`src/common/sfrb_consts.svh`:
```
/*
 Offsets, field positions, reset values and counts of the bank 0 special
 register file. Assumes inclusion by its bare name from design files.
*/
`ifndef SFRB_CONSTS_SVH
`define SFRB_CONSTS_SVH
`define SFRB_OFS_INDIRECT_DATA_WINDOW 8'h00
`define SFRB_OFS_TIMER0_COUNT 8'h01
`define SFRB_OFS_PROG_COUNTER_LOW 8'h02
`define SFRB_OFS_CPU_STATUS_FLAGS 8'h03
`define SFRB_OFS_INDIRECT_ADDRESS_POINTER 8'h04
`define SFRB_OFS_PIN_BANK_A 8'h05
`define SFRB_OFS_PIN_BANK_B 8'h06
`define SFRB_OFS_CAPTURE_PIN_DATA_BITS 8'h07
`define SFRB_OFS_PC_UPPER_LATCH 8'h0a
`define SFRB_OFS_INTERRUPT_CONTROL 8'h0b
`define SFRB_OFS_PERIPHERAL_IRQ_FLAGS 8'h0c
`define SFRB_OFS_TIMER1_COUNT_LOW 8'h0e
`define SFRB_OFS_TIMER1_COUNT_HIGH 8'h0f
`define SFRB_OFS_TIMER1_CONTROL 8'h10
`define SFRB_OFS_TIMER2_COUNT 8'h11
`define SFRB_OFS_TIMER2_CONTROL 8'h12
`define SFRB_OFS_CCP_VALUE_LOW 8'h15
`define SFRB_OFS_CCP_VALUE_HIGH 8'h16
`define SFRB_OFS_CCP_CONTROL 8'h17
`define SFRB_OFS_ADC_RESULT 8'h1e
`define SFRB_OFS_ADC_CONTROL_MAIN 8'h1f
`define SFRB_OFS_PORT_DIRECTION_A 8'h20
`define SFRB_OFS_PORT_DIRECTION_B 8'h21
`define SFRB_OFS_RESET_CAUSE 8'h22
`define SFRB_OFS_DATA_RAM_BASE 8'h40
`define SFRB_BANK_BIT 7
`define SFRB_MASK_PIN_BANK_A 8'h1f
`define SFRB_MASK_CAPTURE_PIN 8'h05
`define SFRB_MASK_PC_UPPER 8'h1f
`define SFRB_MASK_STATUS_WRITE 8'he7
`define SFRB_MASK_TIMER1_CONTROL 8'h3f
`define SFRB_MASK_TIMER2_CONTROL 8'h7f
`define SFRB_MASK_CCP_CONTROL 8'h3f
`define SFRB_MASK_PIR 8'h47
`define SFRB_MASK_ADC_CONTROL 8'hfd
`define SFRB_MASK_INTERRUPT_CONTROL_KEEP 8'h01
`define SFRB_STATUS_POR 8'h18
`define SFRB_STATUS_KEEP_MASK 8'h07
`define SFRB_RAM_DEPTH 64
`define SFRB_RAM_AW 6
`endif

```
`src/common/sfrb_pkg.sv`:
```
/*
 Types of the bank 0 special register file.
 Assumes the constants header is compiled alongside.
*/
package sfrb_pkg;
  typedef enum logic [1:0] {SFRB_IDLE, SFRB_WAIT, SFRB_DONE} sfrb_phase_t;
  typedef enum logic [1:0] {SFRB_RST_NONE, SFRB_RST_PIN, SFRB_RST_WDT} sfrb_rst_kind_t;
  typedef struct packed {
    sfrb_phase_t phase;
    logic pready;
    logic [31:0] prdata;
    logic pslverr;
    logic [7:0] timer0_count;
    logic [7:0] prog_counter_low;
    logic [4:0] pc_upper;
    logic [12:0] pc;
    logic [7:0] cpu_status_flags;
    logic [7:0] indirect_address_pointer;
    logic [7:0] pin_latch_a;
    logic [7:0] pin_latch_b;
    logic [7:0] dir_a;
    logic [7:0] dir_b;
    logic [7:0] capture_pin_data_bits;
    logic [7:0] interrupt_control;
    logic [7:0] peripheral_irq_flags;
    logic [7:0] timer1_count_low;
    logic [7:0] timer1_count_high;
    logic [7:0] timer1_control;
    logic [7:0] timer2_count;
    logic [7:0] timer2_control;
    logic [7:0] ccp_value_low;
    logic [7:0] ccp_value_high;
    logic [7:0] ccp_control;
    logic [7:0] adc_control_main;
    logic [1:0] reset_cause;
    logic warm_pending;
  } sfrb_state_t;
endpackage

```
`src/sfrb_data_ram.sv`:
```
/*
 Small data memory reached through the indirect window or directly.
 Assumes one clock; read data come from a register one edge after the request.
*/
`timescale 1ns/1ps
`include "sfrb_consts.svh"
module sfrb_data_ram
(
  input wire logic pclk,
  input wire logic we,
  input wire logic [`SFRB_RAM_AW-1:0] addr,
  input wire logic [7:0] wdata,
  output logic [7:0] rdata
);
  logic [7:0] mem [0:`SFRB_RAM_DEPTH-1];

  always_ff @(posedge pclk)
  begin
    if (we)
    begin
      mem[addr] <= wdata;
    end
    rdata <= mem[addr];
  end
endmodule

```
`src/sfrb_bank0.sv`:
```
/*
 Bank 0 special register file with an APB slave port, pin banks and a
 small data memory reached by the indirect window.
 Assumes pins are synchronous to pclk and warm resets arrive as pulses.
*/
// Design decision made here: register access over APB.
//
// Notes on behaviour
// - Shared core registers decode identically in either data bank.
// - Upper program counter latch is a writable 5-bit buffer.
// - Program counter bits 12..8 load only from the upper latch.
// - Every reset kind makes all pins of both banks inputs.
// - Reset values of the port registers apply to output latches.
// - Unimplemented bits and bank 0 addresses read zero; writes ignored; unshared bank 1 addresses hit data word 0x3f.
// - Pin and watchdog resets use the warm column, many fields kept.
`timescale 1ns/1ps
`include "sfrb_consts.svh"
module sfrb_bank0
  import sfrb_pkg::*;
(
  input wire logic pclk,
  input wire logic presetn,
  input wire logic psel,
  input wire logic penable,
  input wire logic pwrite,
  input wire logic [31:0] paddr,
  input wire logic [31:0] pwdata,
  input wire logic [3:0] pstrb,
  output logic pready,
  output logic [31:0] prdata,
  output logic pslverr,
  input wire logic external_reset_pin_n,
  input wire logic watchdog_reset,
  input wire logic pc_load_upper,
  output logic [12:0] prog_counter,
  input wire logic [7:0] pin_bank_a_in,
  output logic [7:0] pin_bank_a_out,
  output logic [7:0] pin_bank_a_oe,
  input wire logic [7:0] pin_bank_b_in,
  output logic [7:0] pin_bank_b_out,
  output logic [7:0] pin_bank_b_oe,
  input wire logic [7:0] capture_pin_in,
  input wire logic [7:0] adc_result_in
);
  // ==========================================================================
  // Decode helpers
  // ==========================================================================
  // Bank bit folded away so shared registers answer at both mirrors.
  function automatic logic [7:0] file_addr(input logic [31:0] a);
    file_addr = {1'b0, a[8:2]};
  endfunction

  function automatic logic is_shared(input logic [7:0] f);
    is_shared = (f == `SFRB_OFS_INDIRECT_DATA_WINDOW) || (f == `SFRB_OFS_PROG_COUNTER_LOW) ||
      (f == `SFRB_OFS_CPU_STATUS_FLAGS) || (f == `SFRB_OFS_INDIRECT_ADDRESS_POINTER) ||
      (f == `SFRB_OFS_PC_UPPER_LATCH) || (f == `SFRB_OFS_INTERRUPT_CONTROL);
  endfunction

  function automatic logic is_ram(input logic [7:0] f);
    is_ram = f >= `SFRB_OFS_DATA_RAM_BASE;
  endfunction

  sfrb_state_t st;
  sfrb_state_t next_st;
  logic [7:0] ram_rdata;
  logic ram_we;
  logic [`SFRB_RAM_AW-1:0] ram_addr;
  logic [7:0] wbyte;
  logic [7:0] fa;
  logic [7:0] ra;
  logic bank1;
  logic warm;

  // ==========================================================================
  // Address and data memory
  // ==========================================================================
  always_comb
  begin
    wbyte = pwdata[7:0];
    bank1 = paddr[`SFRB_BANK_BIT + 2];
    fa = file_addr(paddr);
    // Shared registers resolve in either bank; others only in bank 0.
    if (bank1 && !is_shared(fa))
    begin
      fa = 8'hff;
    end
    // Window redirects to the memory word the pointer names.
    if (fa == `SFRB_OFS_INDIRECT_DATA_WINDOW)
    begin
      ra = {1'b0, st.indirect_address_pointer[6:0]};
    end
    else
    begin
      ra = fa;
    end
    ram_addr = ra[`SFRB_RAM_AW-1:0];
    ram_we = psel && penable && pwrite && (st.phase == SFRB_DONE) && is_ram(ra) && pstrb[0];
    warm = !external_reset_pin_n || watchdog_reset;
  end

  sfrb_data_ram u_ram
  (
    .pclk(pclk),
    .we(ram_we),
    .addr(ram_addr),
    .wdata(wbyte),
    .rdata(ram_rdata)
  );

  // ==========================================================================
  // Next state
  // ==========================================================================
  always_comb
  begin
    next_st = st;
    next_st.pready = 1'b0;
    next_st.pslverr = 1'b0;
    next_st.warm_pending = warm;
    // The cause is caught while the request is seen: a one-cycle pulse has
    // already gone by the time the pending flag acts.
    if (warm)
    begin
      next_st.reset_cause = watchdog_reset ? SFRB_RST_WDT : SFRB_RST_PIN;
    end
    // Warm reset: pins to inputs, warm column values, the rest untouched.
    if (st.warm_pending)
    begin
      next_st.dir_a = 8'h00;
      next_st.dir_b = 8'h00;
      next_st.prog_counter_low = 8'h00;
      next_st.pc = 13'h0000;
      next_st.pc_upper = 5'h00;
      next_st.cpu_status_flags = st.cpu_status_flags & `SFRB_STATUS_KEEP_MASK;
      next_st.interrupt_control = st.interrupt_control & `SFRB_MASK_INTERRUPT_CONTROL_KEEP;
      next_st.peripheral_irq_flags = 8'h00;
      next_st.timer2_count = 8'h00;
      next_st.timer2_control = 8'h00;
      next_st.ccp_control = 8'h00;
      next_st.adc_control_main = 8'h00;
      next_st.phase = SFRB_IDLE;
    end
    else
    begin
      if (pc_load_upper)
      begin
        next_st.pc = {st.pc_upper, st.prog_counter_low};
      end
      case (st.phase)
        SFRB_IDLE:
        begin
          if (psel && !penable)
          begin
            next_st.phase = SFRB_WAIT;
          end
        end
        SFRB_WAIT:
        begin
          // One cycle lets the memory register its read word.
          next_st.phase = SFRB_DONE;
          next_st.pready = 1'b1;
          next_st.prdata = 32'h0000_0000;
          if (is_ram(ra))
          begin
            next_st.prdata[7:0] = ram_rdata;
          end
          else if (fa == `SFRB_OFS_TIMER0_COUNT)
          begin
            next_st.prdata[7:0] = st.timer0_count;
          end
          else if (fa == `SFRB_OFS_PROG_COUNTER_LOW)
          begin
            next_st.prdata[7:0] = st.prog_counter_low;
          end
          else if (fa == `SFRB_OFS_CPU_STATUS_FLAGS)
          begin
            next_st.prdata[7:0] = st.cpu_status_flags;
          end
          else if (fa == `SFRB_OFS_INDIRECT_ADDRESS_POINTER)
          begin
            next_st.prdata[7:0] = st.indirect_address_pointer;
          end
          else if (fa == `SFRB_OFS_PIN_BANK_A)
          begin
            next_st.prdata[7:0] = pin_bank_a_in & `SFRB_MASK_PIN_BANK_A;
          end
          else if (fa == `SFRB_OFS_PIN_BANK_B)
          begin
            next_st.prdata[7:0] = pin_bank_b_in;
          end
          else if (fa == `SFRB_OFS_CAPTURE_PIN_DATA_BITS)
          begin
            next_st.prdata[7:0] = capture_pin_in & `SFRB_MASK_CAPTURE_PIN;
          end
          else if (fa == `SFRB_OFS_PC_UPPER_LATCH)
          begin
            next_st.prdata[7:0] = {3'h0, st.pc_upper};
          end
          else if (fa == `SFRB_OFS_INTERRUPT_CONTROL)
          begin
            next_st.prdata[7:0] = st.interrupt_control;
          end
          else if (fa == `SFRB_OFS_PERIPHERAL_IRQ_FLAGS)
          begin
            next_st.prdata[7:0] = st.peripheral_irq_flags;
          end
          else if (fa == `SFRB_OFS_TIMER1_COUNT_LOW)
          begin
            next_st.prdata[7:0] = st.timer1_count_low;
          end
          else if (fa == `SFRB_OFS_TIMER1_COUNT_HIGH)
          begin
            next_st.prdata[7:0] = st.timer1_count_high;
          end
          else if (fa == `SFRB_OFS_TIMER1_CONTROL)
          begin
            next_st.prdata[7:0] = st.timer1_control;
          end
          else if (fa == `SFRB_OFS_TIMER2_COUNT)
          begin
            next_st.prdata[7:0] = st.timer2_count;
          end
          else if (fa == `SFRB_OFS_TIMER2_CONTROL)
          begin
            next_st.prdata[7:0] = st.timer2_control;
          end
          else if (fa == `SFRB_OFS_CCP_VALUE_LOW)
          begin
            next_st.prdata[7:0] = st.ccp_value_low;
          end
          else if (fa == `SFRB_OFS_CCP_VALUE_HIGH)
          begin
            next_st.prdata[7:0] = st.ccp_value_high;
          end
          else if (fa == `SFRB_OFS_CCP_CONTROL)
          begin
            next_st.prdata[7:0] = st.ccp_control;
          end
          else if (fa == `SFRB_OFS_ADC_RESULT)
          begin
            next_st.prdata[7:0] = adc_result_in;
          end
          else if (fa == `SFRB_OFS_ADC_CONTROL_MAIN)
          begin
            next_st.prdata[7:0] = st.adc_control_main;
          end
          else if (fa == `SFRB_OFS_PORT_DIRECTION_A)
          begin
            next_st.prdata[7:0] = st.dir_a;
          end
          else if (fa == `SFRB_OFS_PORT_DIRECTION_B)
          begin
            next_st.prdata[7:0] = st.dir_b;
          end
          else if (fa == `SFRB_OFS_RESET_CAUSE)
          begin
            next_st.prdata[7:0] = {6'h00, st.reset_cause};
          end
          if (pwrite)
          begin
            next_st.prdata = 32'h0000_0000;
          end
        end
        SFRB_DONE:
        begin
          next_st.phase = SFRB_IDLE;
          // Writes to unmapped places fall through every branch untouched.
          if (pwrite && pstrb[0])
          begin
            if (fa == `SFRB_OFS_TIMER0_COUNT)
            begin
              next_st.timer0_count = wbyte;
            end
            else if (fa == `SFRB_OFS_PROG_COUNTER_LOW)
            begin
              next_st.prog_counter_low = wbyte;
              next_st.pc = {st.pc_upper, wbyte};
            end
            else if (fa == `SFRB_OFS_CPU_STATUS_FLAGS)
            begin
              // Time-out and power-down flags are not writable.
              next_st.cpu_status_flags = (wbyte & `SFRB_MASK_STATUS_WRITE) |
                (st.cpu_status_flags & ~`SFRB_MASK_STATUS_WRITE);
            end
            else if (fa == `SFRB_OFS_INDIRECT_ADDRESS_POINTER)
            begin
              next_st.indirect_address_pointer = wbyte;
            end
            else if (fa == `SFRB_OFS_PIN_BANK_A)
            begin
              next_st.pin_latch_a = wbyte & `SFRB_MASK_PIN_BANK_A;
            end
            else if (fa == `SFRB_OFS_PIN_BANK_B)
            begin
              next_st.pin_latch_b = wbyte;
            end
            else if (fa == `SFRB_OFS_CAPTURE_PIN_DATA_BITS)
            begin
              next_st.capture_pin_data_bits = wbyte & `SFRB_MASK_CAPTURE_PIN;
            end
            else if (fa == `SFRB_OFS_PC_UPPER_LATCH)
            begin
              next_st.pc_upper = wbyte[4:0];
            end
            else if (fa == `SFRB_OFS_INTERRUPT_CONTROL)
            begin
              next_st.interrupt_control = wbyte;
            end
            else if (fa == `SFRB_OFS_PERIPHERAL_IRQ_FLAGS)
            begin
              next_st.peripheral_irq_flags = wbyte & `SFRB_MASK_PIR;
            end
            else if (fa == `SFRB_OFS_TIMER1_COUNT_LOW)
            begin
              next_st.timer1_count_low = wbyte;
            end
            else if (fa == `SFRB_OFS_TIMER1_COUNT_HIGH)
            begin
              next_st.timer1_count_high = wbyte;
            end
            else if (fa == `SFRB_OFS_TIMER1_CONTROL)
            begin
              next_st.timer1_control = wbyte & `SFRB_MASK_TIMER1_CONTROL;
            end
            else if (fa == `SFRB_OFS_TIMER2_COUNT)
            begin
              next_st.timer2_count = wbyte;
            end
            else if (fa == `SFRB_OFS_TIMER2_CONTROL)
            begin
              next_st.timer2_control = wbyte & `SFRB_MASK_TIMER2_CONTROL;
            end
            else if (fa == `SFRB_OFS_CCP_VALUE_LOW)
            begin
              next_st.ccp_value_low = wbyte;
            end
            else if (fa == `SFRB_OFS_CCP_VALUE_HIGH)
            begin
              next_st.ccp_value_high = wbyte;
            end
            else if (fa == `SFRB_OFS_CCP_CONTROL)
            begin
              next_st.ccp_control = wbyte & `SFRB_MASK_CCP_CONTROL;
            end
            else if (fa == `SFRB_OFS_ADC_CONTROL_MAIN)
            begin
              next_st.adc_control_main = wbyte & `SFRB_MASK_ADC_CONTROL;
            end
            else if (fa == `SFRB_OFS_PORT_DIRECTION_A)
            begin
              next_st.dir_a = wbyte & `SFRB_MASK_PIN_BANK_A;
            end
            else if (fa == `SFRB_OFS_PORT_DIRECTION_B)
            begin
              next_st.dir_b = wbyte;
            end
          end
        end
        default:
        begin
          next_st.phase = SFRB_IDLE;
        end
      endcase
    end
  end

  // ==========================================================================
  // State register
  // ==========================================================================
  // Power-on reset takes the first column; the port latches keep no value
  // worth keeping, so zero stands for unknown there.
  always_ff @(posedge pclk or negedge presetn)
  begin
    if (!presetn)
    begin
      st <= '0;
      st.cpu_status_flags <= `SFRB_STATUS_POR;
      st.dir_a <= 8'h00;
      st.dir_b <= 8'h00;
      st.pin_latch_a <= 8'h00;
      st.pin_latch_b <= 8'h00;
    end
    else
    begin
      st <= next_st;
    end
  end

  always_comb
  begin
    pready = st.pready;
    prdata = st.prdata;
    pslverr = st.pslverr;
    prog_counter = st.pc;
    pin_bank_a_out = st.pin_latch_a;
    pin_bank_b_out = st.pin_latch_b;
    pin_bank_a_oe = st.dir_a;
    pin_bank_b_oe = st.dir_b;
  end
endmodule

```
`config.mk`:
```
export PLATFORM = sky130hd
export DESIGN_NAME = sfrb_bank0
export DESIGN_NICKNAME = d
export VERILOG_FILES = /design/src/common/sfrb_pkg.sv /design/src/sfrb_data_ram.sv /design/src/sfrb_bank0.sv
export VERILOG_INCLUDE_DIRS = /design/src /design/src/common
export SDC_FILE = /design/constraint.sdc
export NUM_CORES = 1
export LEC_CHECK = 0
export BUFFER_PORTS_ARGS = -buffer_cell sky130_fd_sc_hd__clkbuf_2
export CORE_ASPECT_RATIO = 0.7
export CORE_MARGIN = 1.5
export CORE_UTILIZATION = 60
export DETAILED_ROUTE_END_ITERATION = 12
export GPL_TIMING_DRIVEN = 0
export PLACE_DENSITY_LB_ADDON = 0.12
export SLEW_MARGIN = 20
export SYNTH_ARGS = -nofsm -noshare
export SYNTH_HDL_FRONTEND = slang
export SYNTH_SLANG_ARGS = --single-unit
```
`constraint.sdc`:
```
create_clock -name pclk -period 6.6 [get_ports pclk]
set_clock_uncertainty 0.15 [all_clocks]
set_input_delay 0.33 -clock pclk [delete_from_list [all_inputs] [get_ports pclk]]
set_output_delay 0.33 -clock pclk [all_outputs]
set_load 0.02 [all_outputs]
```
==> out/metrics.yaml <==
cpMaxStageDelayCell: "a31oi_1"
die_h_um: 187
dr.first_iter.drc_count: 3242
grt-ovfl-total: 0
end_kind: "flip-flop"
grt_pass1_wl_um: 137000
drv_cap: 0
grt_start_max_net_pins: 88
crit_type: "reg -> reg"
htree_levels: 2
syn_to_final_growth_pct: 12.5
ys_warn_count: 0
via_per_inst: 6.93
yosys.area.top_type: "edfxtp_1"
grt_pass1_vias: 19400
min_period_ps: 5160
leakagePower_nw: 12.0
fin_nets: 2397
row_count: 67
cts_buffers: 61
finalSetupTns_ps: 0
route.detailed.drc: 0
first_pass_iters: 9
antenna_found_initial: 4
syn-cell-area_um2: 29000
report.final.slew_viol_count: 0
power_mw: 8.83
status: "finished clean"
drive_gt1_share_pct: 22.8
port_buffers: 90
num_io_pins: 187
gp_congestion: 0.990
hp-class: "in -> reg"
slew_headroom_pct: 14.9
cts_root_buf: "clkbuf_16"
initial_core_util_pct: 60.8
layout_commonest_cell: "edfxtp_1"
ys_seq_area_share_pct: 67.9
worst_slack_ps: 1440
ir_drop_uv: 209
path_cells: "nor4b_1 -> a21oi_1 -> nor3_2 -> buf_2 -> buf_1 -> nand2_1 -> a31oi_1 -> nor3_1 -> nand4b_1"
cts_tree: "yes"
crit_fanout: 10
die_w_um: 266
clk_pin_slew_worst_paths_ps: 70
rsz0062_at_grt: "no"
stdcell_area_um2: 32700
cts-hold-fix-buffers: 15
cp-start-kind: "flip-flop"
ys_types: 84
period_share_pct: 78.1
hold_viol: 0
hpwl_um: 66400
post_cts_resized: 0
cts.sinks: 687
synthFlopType: "edfxtp_1"
wl_per_cell_um: 33.0
async_flop_share_pct: 24.3
mostFrequentLayoutCells: "512 x edfxtp_1, 199 x nand2_1, 168 x mux2_2, 166 x dfrtp_1, 122 x nor2_1"
post_cts_buffers: 0
fmax_mhz: 194
setup_violations: 0
arrival_ps: 5540
critPathRequiredTime_ps: 6980
yosysTopAreaCellShare_pct: 52.9
synth_area_leaders: "edfxtp_1 53%, dfrtp_1 14%, mux2_2 6.5%"
coreArea_um2: 47800
track_usage_pct: 39.3
clk_latency_ps: 630
ant_nets: 0
dpl_cell_area_um2: 30600
routed_wl_um: 97700
dieArea_um2: 49800
synth_edf_count: 512
max_stage_delay_ps: 1010
synthCells: 2086
ys_ff_latch: 687
route.vias.total: 20500
synth.avg_cell_area_um2: 13.9
place_ws_ps: 1550
clockBufferDepth: 3
power_density_nw_per_um2: 270
hold_ws_ps: 9.45
worst_pin_slew_ps: 1260
[cell usage after synthesis, types with 21 or more instances]
cell and count:
a31oi_1 105, mux2_2 168, edfxtp_1 512, buf_2 45, nand2_1 199, a22o_1 66
a22oi_1 88, clkbuf_1 54, nor2_1 123, nor3_1 21, dfrtp_1 166, o21ai_0 58
buf_4 86, a21oi_1 51, nand3_1 31
[critical path, delay by kind of cell (launching register included)]
family	cells	cell delay (ps)
AND/OR/NAND/NOR	5	2040
buffers and inverters	2	1250
AO/OA/AOI/OAI	2	1200
flip-flops	1	430
[registers in the layout, summed over array words and instances (netlist names), 8 cells and up]
register,cells
prdata,8
st,119
prog_counter,13
pin_bank_b_oe,8
pin_bank_b_out,8
u_ram.mem,512
u_ram.rdata,8
[layout make-up]
type	count	area, µm²
timing repair buffer	110	747
clock buffer	77	1670
sequential	687	19700
clock inverter	36	278
buffer	202	1200
fill	3383	15100
multi-input combinational	1210	8220
inverter	17	63.8
antenna	2	5.00
tap	621	777
[per-stage QoR]
step / util [%] / cells
finish: 68.4 / 2962
global route: 68.4 / 2960
CTS: 68.3 / 2960
detailed placement: 63.9 / 2832
global placement: 63.6 / 2827
floorplan: - / 2116
[worst paths after layout]
kind | from | endpoint | slack, ps | depth (start not counted)
setup / recovery | st[132]$_DFFE_PN0P_ | u_ram.rdata[5]$_DFF_P_ | 1440 | 9
max in group asynchronous | presetn | pin_bank_b_out[3]$_DFFE_PN0P_ | 5180 | 3
hold reg to reg | st[44]$_DFFE_PN0P_ | st[44]$_DFFE_PN0P_ | 330 | 2
min in group asynchronous | presetn | st[35]$_DFFE_PN0P_ | 190 | 2
setup reg to reg | st[132]$_DFFE_PN0P_ | u_ram.rdata[5]$_DFF_P_ | 1440 | 9
hold / removal | paddr[8] | prdata[5]$_DFFE_PN0P_ | 9 | 3
[routing by layer]
| metal | part of all wire (%) | vias to the layer above | global-route usage (%) |
|---|---|---|---|
| li1 | - | 8408 | - |
| met1 | 39 | 10300 | 58.1 |
| met2 | 40 | 1577 | 51.7 |
| met3 | 18 | 226 | 19.6 |
| met4 | 2.9 | 2 | 9.62 |
| met5 | 0.011 | - | 0 |
[cells by family (layout without fill, tap and decap cells)]
group / after synthesis / after routing / synth area share (%)
flip-flops: 687 / 687 / 67.9
AND/OR/NAND/NOR: 476 / 476 / 7.79
multiplexers: 194 / 194 / 7.49
buffers and inverters: 219 / 442 / 4.34
XOR/XNOR: 1 / 1 / 0.0302
other: 1 / 33 / 0.0129
AO/OA/AOI/OAI: 508 / 508 / 12.5
[report_power, final]
group	internal, mW	leakage, nW	switching (mW)	total (mW)
Clock	1.91	0.953	1.60	3.51
Combinational	0.171	4.04	0.471	0.643
Sequential	4.66	6.98	0.0142	4.68
Total	6.75	12.0	2.08	8.83
Note: power is estimated with default switching activity, not from simulation.
